===== config.mk =====
export PLATFORM = sky130hd
export DESIGN_NAME = tpf_device_flat
export DESIGN_NICKNAME = d
export VERILOG_FILES = /design/src/tpf_pkg.sv /design/src/tpf_if.sv /design/src/tpf_count_source.sv /design/src/tpf_device.sv /design/src/flat_wrapper.sv
export SDC_FILE = /design/constraint.sdc
export NUM_CORES = 1
export LEC_CHECK = 0
export BUFFER_PORTS_ARGS = -buffer_cell sky130_fd_sc_hd__buf_4
export CAP_MARGIN = 20
export CORE_ASPECT_RATIO = 0.7
export CORE_MARGIN = 2
export CORE_UTILIZATION = 55
export CTS_BUF_LIST = sky130_fd_sc_hd__clkbuf_4 sky130_fd_sc_hd__clkbuf_8 sky130_fd_sc_hd__clkbuf_16
export DETAILED_ROUTE_END_ITERATION = 7
export MAX_ROUTING_LAYER = met4
export PLACE_DENSITY = 0.71
export SLEW_MARGIN = 20
export SYNTH_ARGS = -nofsm -noshare
export SYNTH_HDL_FRONTEND = slang
export SYNTH_SLANG_ARGS = --single-unit

===== constraint.sdc =====
create_clock -name REF_CLK -period 6.9 [get_ports REF_CLK]
set_clock_uncertainty 0.1 [all_clocks]
set_input_delay 0.345 -clock REF_CLK [delete_from_list [all_inputs] [get_ports REF_CLK]]
set_output_delay 0.345 -clock REF_CLK [all_outputs]
set_load 0.1 [all_outputs]

===== src/tpf_pkg.sv =====
package tpf_pkg;
    // ------------------------------------------------------------
    // Widths
    // ------------------------------------------------------------
    localparam int DATA_W = 16;
    localparam int ADDR_W = 3;
    localparam int FLAG_W = 3;

    // ------------------------------------------------------------
    // Device register indices on the link
    // ------------------------------------------------------------
    localparam logic [2:0] REG_COUNTER = 3'h0;
    localparam logic [2:0] REG_MATCH = 3'h1;
    localparam logic [2:0] REG_BUFFER = 3'h2;
    localparam logic [2:0] REG_STATUS = 3'h3;
    localparam logic [2:0] REG_IRQ_ENABLE = 3'h4;
    localparam logic [2:0] REG_MODE = 3'h5;

    // ------------------------------------------------------------
    // Status / enable bit positions
    // ------------------------------------------------------------
    localparam int FLAG_MATCH = 0;
    localparam int FLAG_OVF = 1;
    localparam int FLAG_UDF = 2;

    // ------------------------------------------------------------
    // Mode register fields
    // ------------------------------------------------------------
    localparam int MODE_SRC_LO = 0;
    localparam int MODE_SRC_HI = 1;
    localparam int MODE_CLEAR = 2;
    localparam int MODE_BUFFER = 3;
    localparam int MODE_CAPTURE = 4;
    localparam int MODE_DOWN = 5;
    localparam int MODE_OUT_EN = 6;
    localparam int MODE_W = 7;

    // Count source selections
    localparam logic [1:0] SRC_INTERNAL = 2'h0;
    localparam logic [1:0] SRC_EXT_RISE = 2'h1;
    localparam logic [1:0] SRC_EXT_BOTH = 2'h2;
    localparam logic [1:0] SRC_PHASE = 2'h3;

    // ------------------------------------------------------------
    // Reset values and fixed counts
    // ------------------------------------------------------------
    localparam logic [15:0] ZERO16 = 16'h0000;
    localparam logic [15:0] ONE16 = 16'h0001;
    localparam logic [15:0] MAX16 = 16'hFFFF;
    localparam logic [2:0] ZERO3 = 3'h0;
    localparam logic [6:0] MODE_RESET = 7'h00;
    localparam logic [3:0] PRESCALE_LAST = 4'h3;
    localparam logic [3:0] ZERO4 = 4'h0;
    localparam logic [3:0] ONE4 = 4'h1;

    // ------------------------------------------------------------
    // Host command port register indices
    // ------------------------------------------------------------
    localparam logic [2:0] HREG_ADDR = 3'h0;
    localparam logic [2:0] HREG_DATA = 3'h1;
    localparam logic [2:0] HREG_CMD = 3'h2;
    localparam logic [2:0] HREG_RESULT = 3'h3;
    localparam logic [2:0] HREG_STATUS = 3'h4;
    localparam logic [2:0] HREG_DTC_EN = 3'h5;
    localparam logic [2:0] HREG_DTC_COUNT = 3'h6;
    localparam int CMD_WRITE = 0;
    localparam int STAT_BUSY = 0;

    // Link cycle states of the host
    typedef enum logic [2:0] {
        HST_IDLE = 3'b001,
        HST_T1 = 3'b010,
        HST_T2 = 3'b100
    } tpf_hstate_t;
endpackage


===== src/tpf_if.sv =====
`timescale 1ns/1ns
interface tpf_if;
    // Two-state bus cycle
    logic t1;
    logic t2;
    logic wr;
    logic [2:0] addr;
    logic [15:0] wdata;
    logic [15:0] rdata;
    // Transfer controller activation
    logic xfer_ack;
    // Interrupt requests
    logic match_capture_irq;
    logic overflow_irq;
    logic underflow_irq;

    modport dev (
        input t1, t2, wr, addr, wdata, xfer_ack,
        output rdata, match_capture_irq, overflow_irq, underflow_irq
    );
    modport host (
        output t1, t2, wr, addr, wdata, xfer_ack,
        input rdata, match_capture_irq, overflow_irq, underflow_irq
    );
endinterface


===== src/tpf_count_source.sv =====
`timescale 1ns/1ns
module tpf_count_source (
    // Clock and reset
    input wire logic clk,
    input wire logic nrst,
    // Selection
    input wire logic [1:0] src,
    input wire logic down_sel,
    input wire logic halt,
    // External clock inputs
    input wire logic ext_a,
    input wire logic ext_b,
    // Count request
    output logic tick,
    output logic dir_down
);
    logic [3:0] prescale;
    logic a_q;
    logic b_q;
    logic a_edge;
    logic b_edge;

    // Prescaler gives a one-cycle enable for internal counting
    always_ff @(posedge clk or negedge nrst) begin
        if (!nrst) begin
            prescale <= tpf_pkg::ZERO4;
        end else if (prescale == tpf_pkg::PRESCALE_LAST) begin
            prescale <= tpf_pkg::ZERO4;
        end else begin
            prescale <= prescale + tpf_pkg::ONE4;
        end
    end

    // Previous pin levels; narrow pulses may be missed, the far end keeps widths
    always_ff @(posedge clk or negedge nrst) begin
        if (!nrst) begin
            a_q <= 1'b0;
            b_q <= 1'b0;
        end else begin
            a_q <= ext_a;
            b_q <= ext_b;
        end
    end

    assign a_edge = ext_a ^ a_q;
    assign b_edge = ext_b ^ b_q;

    // Tick and direction per source; phase mode follows the 2-phase encoder
    always_comb begin
        tick = 1'b0;
        dir_down = down_sel;
        case (src)
            tpf_pkg::SRC_INTERNAL: tick = (prescale == tpf_pkg::PRESCALE_LAST);
            tpf_pkg::SRC_EXT_RISE: tick = ext_a & !a_q;
            tpf_pkg::SRC_EXT_BOTH: tick = a_edge;
            tpf_pkg::SRC_PHASE: begin
                tick = a_edge | b_edge;
                if (a_edge) begin
                    dir_down = !(ext_a ^ ext_b);
                end else begin
                    dir_down = ext_a ^ ext_b;
                end
            end
            default: tick = 1'b0;
        endcase
        if (halt) begin
            tick = 1'b0;
        end
    end
endmodule


===== src/tpf_device.sv =====
// Decided for this implementation: the plain strobed port and the register offsets.
`timescale 1ns/1ns
module tpf_device (
    // Clock and reset
    input wire logic REF_CLK,
    input wire logic NRST,
    // Link to the bus side
    tpf_if.dev LINK,
    // External count clocks
    input wire logic EXT_CLK_A,
    input wire logic EXT_CLK_B,
    // Capture input and module stop
    input wire logic CAPTURE_IN,
    input wire logic MODULE_STOP,
    // Compare match output
    output logic MATCH_OUT
);
    // ------------------------------------------------------------
    // State
    // ------------------------------------------------------------
    logic [15:0] channel_up_down_counter;
    logic [15:0] general_match_capture_reg;
    logic [15:0] buffer_reg;
    logic [2:0] channel_status_reg;
    logic [2:0] read_as_one;
    logic [2:0] interrupt_enable_reg;
    logic [6:0] mode;
    logic capture_q;
    logic [2:0] next_status;
    logic [15:0] read_value;

    // ------------------------------------------------------------
    // Decode
    // ------------------------------------------------------------
    logic tick;
    logic dir_down;
    logic wr_commit;
    logic wr_counter;
    logic wr_match;
    logic wr_buffer;
    logic wr_status;
    logic rd_status;
    logic capture_mode;
    logic buffer_on;
    logic capture_ev;
    logic match_raw;
    logic match_hit;
    logic clear_ev;
    logic ovf_raw;
    logic udf_raw;
    logic [2:0] set_ev;

    tpf_count_source u_src (
        .clk(REF_CLK),
        .nrst(NRST),
        .src(mode[tpf_pkg::MODE_SRC_HI:tpf_pkg::MODE_SRC_LO]),
        .down_sel(mode[tpf_pkg::MODE_DOWN]),
        .halt(MODULE_STOP),
        .ext_a(EXT_CLK_A),
        .ext_b(EXT_CLK_B),
        .tick(tick),
        .dir_down(dir_down)
    );

    // Writes land in T2, reads are sampled in T1
    assign wr_commit = LINK.t2 & LINK.wr;
    assign wr_counter = wr_commit & (LINK.addr == tpf_pkg::REG_COUNTER);
    assign wr_match = wr_commit & (LINK.addr == tpf_pkg::REG_MATCH);
    assign wr_buffer = wr_commit & (LINK.addr == tpf_pkg::REG_BUFFER);
    assign wr_status = wr_commit & (LINK.addr == tpf_pkg::REG_STATUS);
    assign rd_status = LINK.t1 & !LINK.wr & (LINK.addr == tpf_pkg::REG_STATUS);
    assign capture_mode = mode[tpf_pkg::MODE_CAPTURE];
    assign buffer_on = mode[tpf_pkg::MODE_BUFFER];

    // Capture on a rising input edge, halted while stopped
    assign capture_ev = capture_mode & CAPTURE_IN & !capture_q & !MODULE_STOP;

    // Match only when the counter is about to move, so only once per tick
    assign match_raw = !capture_mode & tick &
                       (channel_up_down_counter == general_match_capture_reg);
    assign match_hit = match_raw & !wr_match;
    assign clear_ev = mode[tpf_pkg::MODE_CLEAR] & (match_hit | capture_ev);
    assign ovf_raw = tick & !dir_down & (channel_up_down_counter == tpf_pkg::MAX16);
    assign udf_raw = tick & dir_down & (channel_up_down_counter == tpf_pkg::ZERO16);

    // Flag sets; clear and counter write both cancel wrap flags
    always_comb begin
        set_ev = tpf_pkg::ZERO3;
        set_ev[tpf_pkg::FLAG_MATCH] = match_hit | capture_ev;
        set_ev[tpf_pkg::FLAG_OVF] = ovf_raw & !clear_ev & !wr_counter;
        set_ev[tpf_pkg::FLAG_UDF] = udf_raw & !clear_ev & !wr_counter;
    end

    // ------------------------------------------------------------
    // Counter
    // ------------------------------------------------------------
    // Clear first, then the bus write, then the count step
    always_ff @(posedge REF_CLK or negedge NRST) begin
        if (!NRST) begin
            channel_up_down_counter <= tpf_pkg::ZERO16;
        end else if (clear_ev) begin
            channel_up_down_counter <= tpf_pkg::ZERO16;
        end else if (wr_counter) begin
            channel_up_down_counter <= LINK.wdata;
        end else if (tick && dir_down) begin
            channel_up_down_counter <= channel_up_down_counter - tpf_pkg::ONE16;
        end else if (tick) begin
            channel_up_down_counter <= channel_up_down_counter + tpf_pkg::ONE16;
        end
    end

    // ------------------------------------------------------------
    // Match/capture and buffer registers
    // ------------------------------------------------------------
    // Capture wins over a bus write; buffer moves in on a match
    always_ff @(posedge REF_CLK or negedge NRST) begin
        if (!NRST) begin
            general_match_capture_reg <= tpf_pkg::MAX16;
        end else if (capture_ev) begin
            general_match_capture_reg <= channel_up_down_counter;
        end else if (wr_match) begin
            general_match_capture_reg <= LINK.wdata;
        end else if (match_hit && buffer_on) begin
            general_match_capture_reg <= buffer_reg;
        end
    end

    // Buffer keeps the old match value on capture, dropping a bus write
    always_ff @(posedge REF_CLK or negedge NRST) begin
        if (!NRST) begin
            buffer_reg <= tpf_pkg::MAX16;
        end else if (capture_ev && buffer_on) begin
            buffer_reg <= general_match_capture_reg;
        end else if (wr_buffer) begin
            buffer_reg <= LINK.wdata;
        end
    end

    // Capture edge detector
    always_ff @(posedge REF_CLK or negedge NRST) begin
        if (!NRST) begin
            capture_q <= 1'b0;
        end else begin
            capture_q <= CAPTURE_IN;
        end
    end

    // ------------------------------------------------------------
    // Control registers
    // ------------------------------------------------------------
    always_ff @(posedge REF_CLK or negedge NRST) begin
        if (!NRST) begin
            interrupt_enable_reg <= tpf_pkg::ZERO3;
            mode <= tpf_pkg::MODE_RESET;
        end else if (wr_commit && LINK.addr == tpf_pkg::REG_IRQ_ENABLE) begin
            interrupt_enable_reg <= LINK.wdata[2:0];
        end else if (wr_commit && LINK.addr == tpf_pkg::REG_MODE) begin
            mode <= LINK.wdata[6:0];
        end
    end

    // ------------------------------------------------------------
    // Status flags
    // ------------------------------------------------------------
    // Clears ignored while stopped; a set in the same cycle always wins
    always_comb begin
        next_status = channel_status_reg;
        if (wr_status && !MODULE_STOP) begin
            next_status = next_status & ~(read_as_one & ~LINK.wdata[2:0]);
        end
        if (LINK.xfer_ack && !MODULE_STOP) begin
            next_status[tpf_pkg::FLAG_MATCH] = 1'b0;
        end
        next_status = next_status | set_ev;
    end

    always_ff @(posedge REF_CLK or negedge NRST) begin
        if (!NRST) begin
            channel_status_reg <= tpf_pkg::ZERO3;
        end else begin
            channel_status_reg <= next_status;
        end
    end

    // Remember which flags software has seen as 1
    always_ff @(posedge REF_CLK or negedge NRST) begin
        if (!NRST) begin
            read_as_one <= tpf_pkg::ZERO3;
        end else if (wr_status) begin
            read_as_one <= tpf_pkg::ZERO3;
        end else if (rd_status) begin
            read_as_one <= read_as_one | channel_status_reg;
        end
    end

    // Requests follow flag and enable; they fall with the flag
    always_ff @(posedge REF_CLK or negedge NRST) begin
        if (!NRST) begin
            LINK.match_capture_irq <= 1'b0;
            LINK.overflow_irq <= 1'b0;
            LINK.underflow_irq <= 1'b0;
        end else begin
            LINK.match_capture_irq <= next_status[tpf_pkg::FLAG_MATCH] &
                                      interrupt_enable_reg[tpf_pkg::FLAG_MATCH];
            LINK.overflow_irq <= next_status[tpf_pkg::FLAG_OVF] &
                                 interrupt_enable_reg[tpf_pkg::FLAG_OVF];
            LINK.underflow_irq <= next_status[tpf_pkg::FLAG_UDF] &
                                  interrupt_enable_reg[tpf_pkg::FLAG_UDF];
        end
    end

    // ------------------------------------------------------------
    // Read path
    // ------------------------------------------------------------
    // Sampled in T1; a capture in that cycle shows its new value
    always_comb begin
        read_value = tpf_pkg::ZERO16;
        case (LINK.addr)
            tpf_pkg::REG_COUNTER: read_value = channel_up_down_counter;
            tpf_pkg::REG_MATCH: read_value = capture_ev ? channel_up_down_counter
                                                        : general_match_capture_reg;
            tpf_pkg::REG_BUFFER: read_value = (capture_ev && buffer_on) ?
                                              general_match_capture_reg : buffer_reg;
            tpf_pkg::REG_STATUS: read_value = {13'h0000, channel_status_reg};
            tpf_pkg::REG_IRQ_ENABLE: read_value = {13'h0000, interrupt_enable_reg};
            tpf_pkg::REG_MODE: read_value = {9'h000, mode};
            default: read_value = tpf_pkg::ZERO16;
        endcase
    end

    always_ff @(posedge REF_CLK or negedge NRST) begin
        if (!NRST) begin
            LINK.rdata <= tpf_pkg::ZERO16;
        end else if (LINK.t1 && !LINK.wr) begin
            LINK.rdata <= read_value;
        end
    end

    // ------------------------------------------------------------
    // Compare output
    // ------------------------------------------------------------
    // Toggles on match; software keeps it off when the pin carries a clock
    always_ff @(posedge REF_CLK or negedge NRST) begin
        if (!NRST) begin
            MATCH_OUT <= 1'b0;
        end else if (match_hit && mode[tpf_pkg::MODE_OUT_EN]) begin
            MATCH_OUT <= !MATCH_OUT;
        end
    end
endmodule


===== src/flat_wrapper.sv =====
// flat-port wrapper written by rule: the top's interface ports become plain ports
module tpf_device_flat 
  (REF_CLK, NRST, EXT_CLK_A, EXT_CLK_B, CAPTURE_IN, MODULE_STOP, MATCH_OUT, LINK_t1, LINK_t2, LINK_wr, LINK_addr, LINK_wdata, LINK_xfer_ack, LINK_rdata, LINK_match_capture_irq, LINK_overflow_irq, LINK_underflow_irq);
  tpf_if LINK_i ();
  input wire logic REF_CLK;
  input wire logic NRST;
  input wire logic EXT_CLK_A;
  input wire logic EXT_CLK_B;
  input wire logic CAPTURE_IN;
  input wire logic MODULE_STOP;
  output logic MATCH_OUT;
  input wire logic [$bits(LINK_i.t1)-1:0] LINK_t1;
  input wire logic [$bits(LINK_i.t2)-1:0] LINK_t2;
  input wire logic [$bits(LINK_i.wr)-1:0] LINK_wr;
  input wire logic [$bits(LINK_i.addr)-1:0] LINK_addr;
  input wire logic [$bits(LINK_i.wdata)-1:0] LINK_wdata;
  input wire logic [$bits(LINK_i.xfer_ack)-1:0] LINK_xfer_ack;
  output wire logic [$bits(LINK_i.rdata)-1:0] LINK_rdata;
  output wire logic [$bits(LINK_i.match_capture_irq)-1:0] LINK_match_capture_irq;
  output wire logic [$bits(LINK_i.overflow_irq)-1:0] LINK_overflow_irq;
  output wire logic [$bits(LINK_i.underflow_irq)-1:0] LINK_underflow_irq;
  assign LINK_i.t1 = LINK_t1;
  assign LINK_i.t2 = LINK_t2;
  assign LINK_i.wr = LINK_wr;
  assign LINK_i.addr = LINK_addr;
  assign LINK_i.wdata = LINK_wdata;
  assign LINK_i.xfer_ack = LINK_xfer_ack;
  assign LINK_rdata = LINK_i.rdata;
  assign LINK_match_capture_irq = LINK_i.match_capture_irq;
  assign LINK_overflow_irq = LINK_i.overflow_irq;
  assign LINK_underflow_irq = LINK_i.underflow_irq;
  tpf_device u_core (.REF_CLK(REF_CLK), .NRST(NRST), .LINK(LINK_i), .EXT_CLK_A(EXT_CLK_A), .EXT_CLK_B(EXT_CLK_B), .CAPTURE_IN(CAPTURE_IN), .MODULE_STOP(MODULE_STOP), .MATCH_OUT(MATCH_OUT));
endmodule

==> metrics.log, run 1 <==
[metrics] most common cell after layout, fill and taps aside: sky130_fd_sc_hd__nand2_1
[metrics] count of inserted antenna diode cells: 0
[metrics] clock sink count: 91
[metrics] post-synth top area cell: sky130_fd_sc_hd__dfrtp_1
[metrics] sequential cell area fraction in the yosys report: 40.9%
[metrics] pin slew with the least headroom to its limit: between 1 and 1.5 ns
[metrics] final clock period utilization by the worst path: about 48%
[metrics] global-route wire length before repair: 25000 um
[metrics] tightest slew margin relative to the limit: 32.6%
[metrics] number of rows created at floorplan: 30
[metrics] I/O pins: between 40 and 50
[metrics] Critical R2R Launch: u_core.u_src.prescale[0]
[metrics] Detail Placement HPWL: about 11000 um
[metrics] Post-CTS Repair Setup Buffers: 0
[metrics] Post-CTS Hold Fix Bufs: 1
[metrics] setup repair after global routing missed its margin: no
[metrics] largest buffer count on any clock path: 2
[metrics] antenna-violating nets left: 0
[metrics] mean area per synthesized cell: roughly 9 um2
[metrics] Netlist Area Pre-Place: 5670 um2
[metrics] peak fanout along the critical path: 11
[metrics] count of maximum capacitance violations: 0
[metrics] mux contribution to synthesized area: 13.5%
[metrics] aggregate negative setup slack: 0 ns
[metrics] commonest non-fill, non-tap cells in the layout: 93 x sky130_fd_sc_hd__nand2_1, 59 x sky130_fd_sc_hd__dfrtp_1, 55 x sky130_fd_sc_hd__buf_4, 52 x sky130_fd_sc_hd__o21ai_0, 40 x sky130_fd_sc_hd__a21oi_1
[metrics] element type at the critical path end: register
[metrics] startpoint class of the critical path: register
[metrics] xor-xnor portion of the synthesized cell area: around 3.7%
[metrics] Routed WL: 15500 um
[metrics] final core utilization: 64.3%
[metrics] signal arrival time at the worst endpoint: approximately 3.5 ns
[metrics] Final min period: approximately 3.3 ns
[metrics] via count of the first global-routing pass: ~4500
[metrics] Fmax: between 0.3 and 0.4 GHz
[metrics] Detailed Routing Iterations Pass 1: 5
[metrics] Synth Area in Compound Gates: 18.4%
[metrics] launch point of the critical path: u_core.u_src.prescale[0]
[metrics] combinational family with the most area after synthesis: simple AND/OR/NAND/NOR gates
[metrics] pwr dens: around 370 nW/um2
[metrics] timing endpoint of the critical path: u_core.channel_up_down_counter[8]
[metrics] number of cell instances on the worst register-to-register path: 11
[metrics] Static Leak: 2.68 nW
[metrics] final-report setup violation count: 0
[metrics] per-cell via count in the routed design: 6.43
[metrics] Synth Area in Adders: less than 1%
[metrics] die boundary height: about 90 um
[metrics] number of buffers created by CTS: 9
[metrics] Core Footprint: roughly 10000 um2
[metrics] top cells by area in the synthesized netlist: sky130_fd_sc_hd__dfrtp_1 26%, sky130_fd_sc_hd__dfstp_2 15%, sky130_fd_sc_hd__mux2_2 7.2%, sky130_fd_sc_hd__mux2i_1 6.4%, sky130_fd_sc_hd__nand2_1 6.2%
[metrics] die width: ~130 um
[metrics] critical path class: reg2reg
[metrics] most common flop cell mapped by yosys: sky130_fd_sc_hd__dfrtp_1
[metrics] drt drc: 0
[metrics] FF-to-FF setup slack: 3.57 ns
[metrics] TritonCTS clock tree: done
[metrics] remaining global-route overflow: 0
[metrics] Max VDD drop: 164 uV
[metrics] outcome: finished, final reports clean
[metrics] area share of the largest cell type after synthesis: roughly a quarter
[metrics] worst setup margin: 3.57 ns
[metrics] number of levels the H-tree was split into: 3
[metrics] overall fraction of global-route tracks in use: a little under a third
[metrics] final count of hold timing violations: 0
[metrics] Worst Setup Slack post-DPL: around 3.6 ns
[metrics] basic-gate share of the synthesized area counting and, or, nand and nor cells: about 19%
[metrics] synthesized netlist cell count: between 600 and 700
[metrics] clock latency at the later pin of the worst-skew pair: approximately 0.35 ns
[metrics] Mapped Nets: about 660
[metrics] root cell of the clock tree: sky130_fd_sc_hd__clkbuf_16
[metrics] Seq cells post-synth: between 90 and 100
[metrics] worst min path class: in2reg
[metrics] signed area change from the synthesized netlist to the final layout: 12.0%
[metrics] count of unique library cells instantiated by Yosys: slightly below 70
[metrics] fraction of final layout cells sized beyond drive strength 1: roughly a quarter
[metrics] yosys synthesis warning count: 0
[metrics] Initial Utilization: 57.4%
[metrics] number of nets at the end of the flow: between 600 and 700
[metrics] initial antenna violation count: 0
[metrics] average wire length per cell after detail routing: 20.0 um
[metrics] violation count after the first detailed-routing iteration: around 570
[metrics] post-CTS clock slew at the launch and capture registers of the worst setup and hold paths: ~0.06 ns
[metrics] final number of max-transition violations: 0
[metrics] number of I/O port buffers: 48
[metrics] final total power: between 2 and 2.5 mW
[metrics] pin count of the biggest net entering global routing: 48
[metrics] required time at the worst-slack endpoint: ~7.0 ns
[metrics] Fill cells: 831
[metrics] number of enable flip-flop cells after synthesis: 0
[metrics] vias after detailed routing: 4987
[metrics] post-cts repair resize count: 0
[metrics] global placer's final weighted congestion: ~0.93
[metrics] area of the die: 11100 um2
[metrics] FF-to-FF End: u_core.channel_up_down_counter[8]
[metrics] share of synthesized registers carrying an async set or reset: 100%
synth_stat cells (7+ instances only):
library cell               count
sky130_fd_sc_hd__a31oi_1       7
sky130_fd_sc_hd__mux2_2       36
sky130_fd_sc_hd__nor4_1        7
sky130_fd_sc_hd__a21oi_1      40
sky130_fd_sc_hd__o21ai_1      11
sky130_fd_sc_hd__nor2_1       35
sky130_fd_sc_hd__xor2_1       15
sky130_fd_sc_hd__mux2i_1      36
sky130_fd_sc_hd__nand2b_1      7
sky130_fd_sc_hd__nand3_1      19
sky130_fd_sc_hd__dfrtp_1      59
sky130_fd_sc_hd__xnor2_1       9
sky130_fd_sc_hd__nand2_1      93
sky130_fd_sc_hd__clkbuf_1     33
sky130_fd_sc_hd__nor3_1       10
sky130_fd_sc_hd__inv_1         8
sky130_fd_sc_hd__dfstp_2      32
sky130_fd_sc_hd__o21ai_0      52
sky130_fd_sc_hd__nand4_1      10
sky130_fd_sc_hd__buf_2        13
how the worst min path moves through the flow:
stage,start,to,slack (ns),cells after the start
2_1_floorplan,NRST,u_core.LINK.match_capture_irq,-0.05,0
3_3_place_gp,NRST,u_core.LINK.rdata[1],0.28,1
3_5_place_dp,NRST,u_core.LINK.rdata[1],0.28,1
4_1_cts,EXT_CLK_A,u_core.u_src.a_q,0.01,1
5_1_grt,EXT_CLK_A,u_core.u_src.a_q,0.01,1
6_report,EXT_CLK_A,u_core.u_src.a_q,0.02,1
critical path: stages, from the launching register on:
cell and delay, ns:
sky130_fd_sc_hd__dfrtp_1 0.38, sky130_fd_sc_hd__ha_1 0.20, sky130_fd_sc_hd__nor3b_2 0.26, sky130_fd_sc_hd__o311a_2 0.25
sky130_fd_sc_hd__nand3_1 0.37, sky130_fd_sc_hd__xnor2_1 0.25, sky130_fd_sc_hd__ha_1 0.29, sky130_fd_sc_hd__nor4_1 0.45
sky130_fd_sc_hd__nand2_1 0.14, sky130_fd_sc_hd__o211a_1 0.23, sky130_fd_sc_hd__a32oi_1 0.17, sky130_fd_sc_hd__o21ai_0 0.11
kinds of logic (layout without fill, tap and decap cells):
family	Yosys count	count (layout)
simple gates	212	212
mux	72	72
compound gates	165	165
xor+xnor	24	24
fa+ha+maj	3	3
flops	91	91
buf+inv	57	80
per-layer routing:
metal | vias to the layer above | share of wire, % | global-route usage [%]
li1 | 2295 | - | -
met1 | 2409 | 47 | 44.7
met2 | 259 | 42 | 41.6
met3 | 24 | 10 | 6.76
met4 | 0 | 1.2 | 7.68
met5 | - | 0 | -
cell type report:
cell class	count	area (um2)	share of cell area (%)
flip-flops and latches	91	2320	36.5
multi-input cells	476	3140	49.4
clock buffers	11	246	3.88
clock inverters	5	37.5	0.591
repair buffers	56	423	6.66
inverters	8	30.0	0.473
well taps	128	160	2.52
where the power goes:
part	internal, mW	switching (mW)	leakage, nW
logic	0.350	0.515	1.43
registers	0.748	0.250	1.11
clock network	0.259	0.213	0.136
stage by stage:
stage | instance area [um2] | instances | hold WS (ns)
floorplan | 5670 | 624 | -0.0506
global placement | 6050 | 758 | 0.276
detailed placement | 6060 | 758 | 0.280
CTS | 6350 | 775 | 0.0110
global route | 6350 | 775 | 0.0104
finish | 6350 | 775 | 0.0154
No activity file was read; power rests on OpenSTA's default activity.
==> run 2, diff against run 1 <==
- clock period: 6.9 -> 3.4 ns (I/O delays scaled with it)
==> run 2 against run 1 <==
  * Global-route usage rose by 1.2 points
  * Hold slack better by 0.0036 ns
  * Via count is 2.0% higher
  * First-iteration DRC count is 2.8% higher
  * Core utilization is 2.3 points higher
  * Combinational power rose by 130%
  * Sequential share of layout area shrank 1.3 points
  * Clock-buffer cell count unchanged
  * Sequential power rose by 92%
  * Clock power is 150% higher
  * Die area unchanged
  * Highest routed layer unchanged
==> metrics.log, run 2 (synthesis results as in run 1) <==
[metrics] final total power: 5.06 mW (+120%)
[metrics] area of the die: 11100 um2 (unchanged)
[metrics] critical path class: in2reg
[metrics] fraction of final layout cells sized beyond drive strength 1: 25.8% (+1.4 points)
[metrics] Max VDD drop: 332 uV (+100%)
[metrics] timing endpoint of the critical path: u_core.channel_up_down_counter[8]
[metrics] clock latency at the later pin of the worst-skew pair: 0.35 ns (about the same)
[metrics] final clock period utilization by the worst path: between 80 and 90%
[metrics] signed area change from the synthesized netlist to the final layout: 16.0%
[metrics] global-route wire length before repair: 26100 um (+4.4%)
[metrics] portion of total power attributed to sequential cells: 37.8% (-4.9 points)
[metrics] TritonCTS clock tree: done
[metrics] final count of hold timing violations: 0 (unchanged)
[metrics] outcome: finished, final reports clean
[metrics] average wire length per cell after detail routing: 20.4 um (+2.4%)
[metrics] element type at the critical path end: register
[metrics] Critical R2R Launch: u_core.u_src.prescale[0]
[metrics] portion of total power attributed to the clock network: 23.0% (+2.8 points)
[metrics] number of cell instances on the worst register-to-register path: 11 (unchanged)
[metrics] cell chain of the critical path: dlygate4sd3_1, buf_4, ha_1, or3b_1, o311a_2, nand3_1, xnor2_1, ha_1, nor4_1, nand2_1, o211a_1, a32oi_1, o21ai_0
[metrics] die boundary height: 88.9 um (unchanged)
[metrics] startpoint class of the critical path: input pin
[metrics] relative contribution of combinational cells to total power: 39.2% (+2.2 points)
[metrics] drt drc: 0 (unchanged)
[metrics] overall fraction of global-route tracks in use: 31.4% (+1.2 points)
[metrics] signal arrival time at the worst endpoint: 3.13 ns (-0.32 ns)
[metrics] switching part of the total power: 40.2% (-1.7 points)
[metrics] number of I/O port buffers: 48 (unchanged)
[metrics] remaining global-route overflow: 0 (unchanged)
[metrics] Routed WL: 16200 um (+4.9%)
[metrics] I/O pins: 49 (unchanged)
[metrics] slowest cell delay on critical path: 0.53 ns (+0.08 ns)
[metrics] number of buffers created by CTS: 9 (unchanged)
[metrics] peak fanout along the critical path: 6 (-5)
[metrics] Detailed Routing Iterations Pass 1: 5 (unchanged)
[metrics] Min-Delay Path Depth: 2 (+1)
[metrics] Fmax: 0.331 GHz
[metrics] setup repair after global routing missed its margin: no
[metrics] FF-to-FF setup slack: 0.43 ns (-3.14 ns)
[metrics] antenna-violating nets left: 0 (unchanged)
[metrics] largest buffer count on any clock path: 2 (unchanged)
[metrics] number of nets at the end of the flow: 693 (+2.8%)
[metrics] number of levels the H-tree was split into: 3 (unchanged)
[metrics] vias after detailed routing: 5086 (+2.0%)
[metrics] final-report setup violation count: 0 (unchanged)
[metrics] net switching power of the design: 2.03 mW (+110%)
[metrics] count of inserted antenna diode cells: 0 (unchanged)
[metrics] global placer's final weighted congestion: 0.964 (+4.0%)
[metrics] dominant cell type by count on the critical path: sky130_fd_sc_hd__ha_1
[metrics] final hold slack: 0.0190 ns (+0.00363 ns)
[metrics] worst min path class: in2reg
[metrics] Core Footprint: 9870 um2 (unchanged)
[metrics] commonest non-fill, non-tap cells in the layout: 93 x sky130_fd_sc_hd__nand2_1, 69 x sky130_fd_sc_hd__buf_4, 59 x sky130_fd_sc_hd__dfrtp_1, 52 x sky130_fd_sc_hd__o21ai_0, 40 x sky130_fd_sc_hd__a21oi_1
[metrics] aggregate negative setup slack: 0 ns (unchanged)
[metrics] per-cell via count in the routed design: 6.41 (-0.46%)
[metrics] post-CTS clock slew at the launch and capture registers of the worst setup and hold paths: 0.06 ns (about the same)
[metrics] initial antenna violation count: 0 (unchanged)
[metrics] final number of max-transition violations: 0 (unchanged)
[metrics] tightest slew margin relative to the limit: 34.7% (+2.1 points)
[metrics] Initial Utilization: 57.4% (unchanged)
[metrics] die width: 125 um (unchanged)
[metrics] pin slew with the least headroom to its limit: 0.980 ns (-0.0308 ns)
[metrics] FF-to-FF End: u_core.channel_up_down_counter[8]
[metrics] post-cts repair resize count: 0 (unchanged)
[metrics] violation count after the first detailed-routing iteration: 589 (+2.8%)
[metrics] Static Leak: 2.81 nW (+4.9%)
[metrics] Detail Placement HPWL: 11300 um (+3.3%)
[metrics] root cell of the clock tree: sky130_fd_sc_hd__clkbuf_16
[metrics] cell internal power dissipation: 3.03 mW (+120%)
[metrics] clock sink count: 91 (unchanged)
[metrics] via count of the first global-routing pass: 4740 (+6.4%)
[metrics] number of rows created at floorplan: 30 (unchanged)
[metrics] pwr dens: 770 nW/um2 (+110%)
[metrics] most common cell after layout, fill and taps aside: sky130_fd_sc_hd__nand2_1
[metrics] launch point of the critical path: EXT_CLK_A
[metrics] cell with the biggest individual delay on the critical path: sky130_fd_sc_hd__dlygate4sd3_1
[metrics] Post-CTS Repair Setup Buffers: 0 (unchanged)
[metrics] required time at the worst-slack endpoint: 3.51 ns (-3.51 ns)
[metrics] pin count of the biggest net entering global routing: 80 (+67%)
[metrics] count of maximum capacitance violations: 0 (unchanged)
[metrics] Final min period: slightly above 3 ns
[run 2: cell types whose count changed in the layout (fill, tap and decap cells not counted), sizes merged]
| cell | delta |
|---|---|
| bufinv | +3 |
| inv | -1 |
| buf | +15 |
| dlygate4sd3 | +4 |
| clkinvlp | -2 |
[run 2: worst min path at each step]
| stage | from | endpoint | slack (ns) |
|---|---|---|---|
| 2_1_floorplan | NRST | u_core.LINK.match_capture_irq | -0.23 |
| 3_3_place_gp | EXT_CLK_A | u_core.u_src.a_q | 0.19 |
| 3_5_place_dp | EXT_CLK_A | u_core.u_src.a_q | 0.20 |
| 4_1_cts | LINK_wdata[3] | u_core.mode[3] | 0.004 |
| 5_1_grt | LINK_wdata[3] | u_core.mode[3] | 0.02 |
| 6_report | LINK_wdata[3] | u_core.mode[3] | 0.02 |
[run 2: critical path: cells and delay by family]
family / cells / cell delay [ns]
buffers and inverters: 2 / 0.67
AOI/OAI and AO/OA: 4 / 0.70
adders and majority gates: 2 / 0.45
xor gates and xnor gates: 1 / 0.09
and+or+nand+nor: 4 / 1.06
[run 2: repair_timing]
action                                  CTS  global route
endpoints found under the setup margin    0             0
hold buffers                              5             0
endpoints found under the hold margin    63             0
[run 2: layer usage]
layer	wire length, um	track usage [%]	up-vias
met5	0	-	-
met4	82	6.16	0
met3	1690	6.10	11
met2	6830	45.1	283
met1	7620	46.5	2457
li1	-	-	2335
[run 2: layout make-up]
class | count | area, um2
inverters | 8 | 30.0
clock inverters | 5 | 103
well taps | 128 | 160
repair buffers | 75 | 596
flip-flops and latches | 91 | 2320
multi-input cells | 476 | 3130
fillers | 814 | 3300
clock buffers | 11 | 240
[run 2: power groups by stage]
stage | logic [mW] | registers, mW | clock network [mW]
floorplan | 1.22 | 2.06 | 0
global placement | 1.89 | 1.89 | 0
detailed placement | 1.94 | 1.91 | 0
CTS | 1.95 | 1.89 | 1.18
global route | 2.14 | 1.95 | 1.22
finish | 1.98 | 1.92 | 1.16
[run 2: stage by stage]
stage	util [%]	cells	cell area (um2)	worst slack, ns
2_1_floorplan	-	624	5670	0.512
3_3_place_gp	62.4	772	6160	0.544
4_1_cts	66.3	793	6550	0.396
3_5_place_dp	62.4	772	6160	0.453
6_report	66.6	794	6580	0.375
5_1_grt	66.6	794	6580	0.147
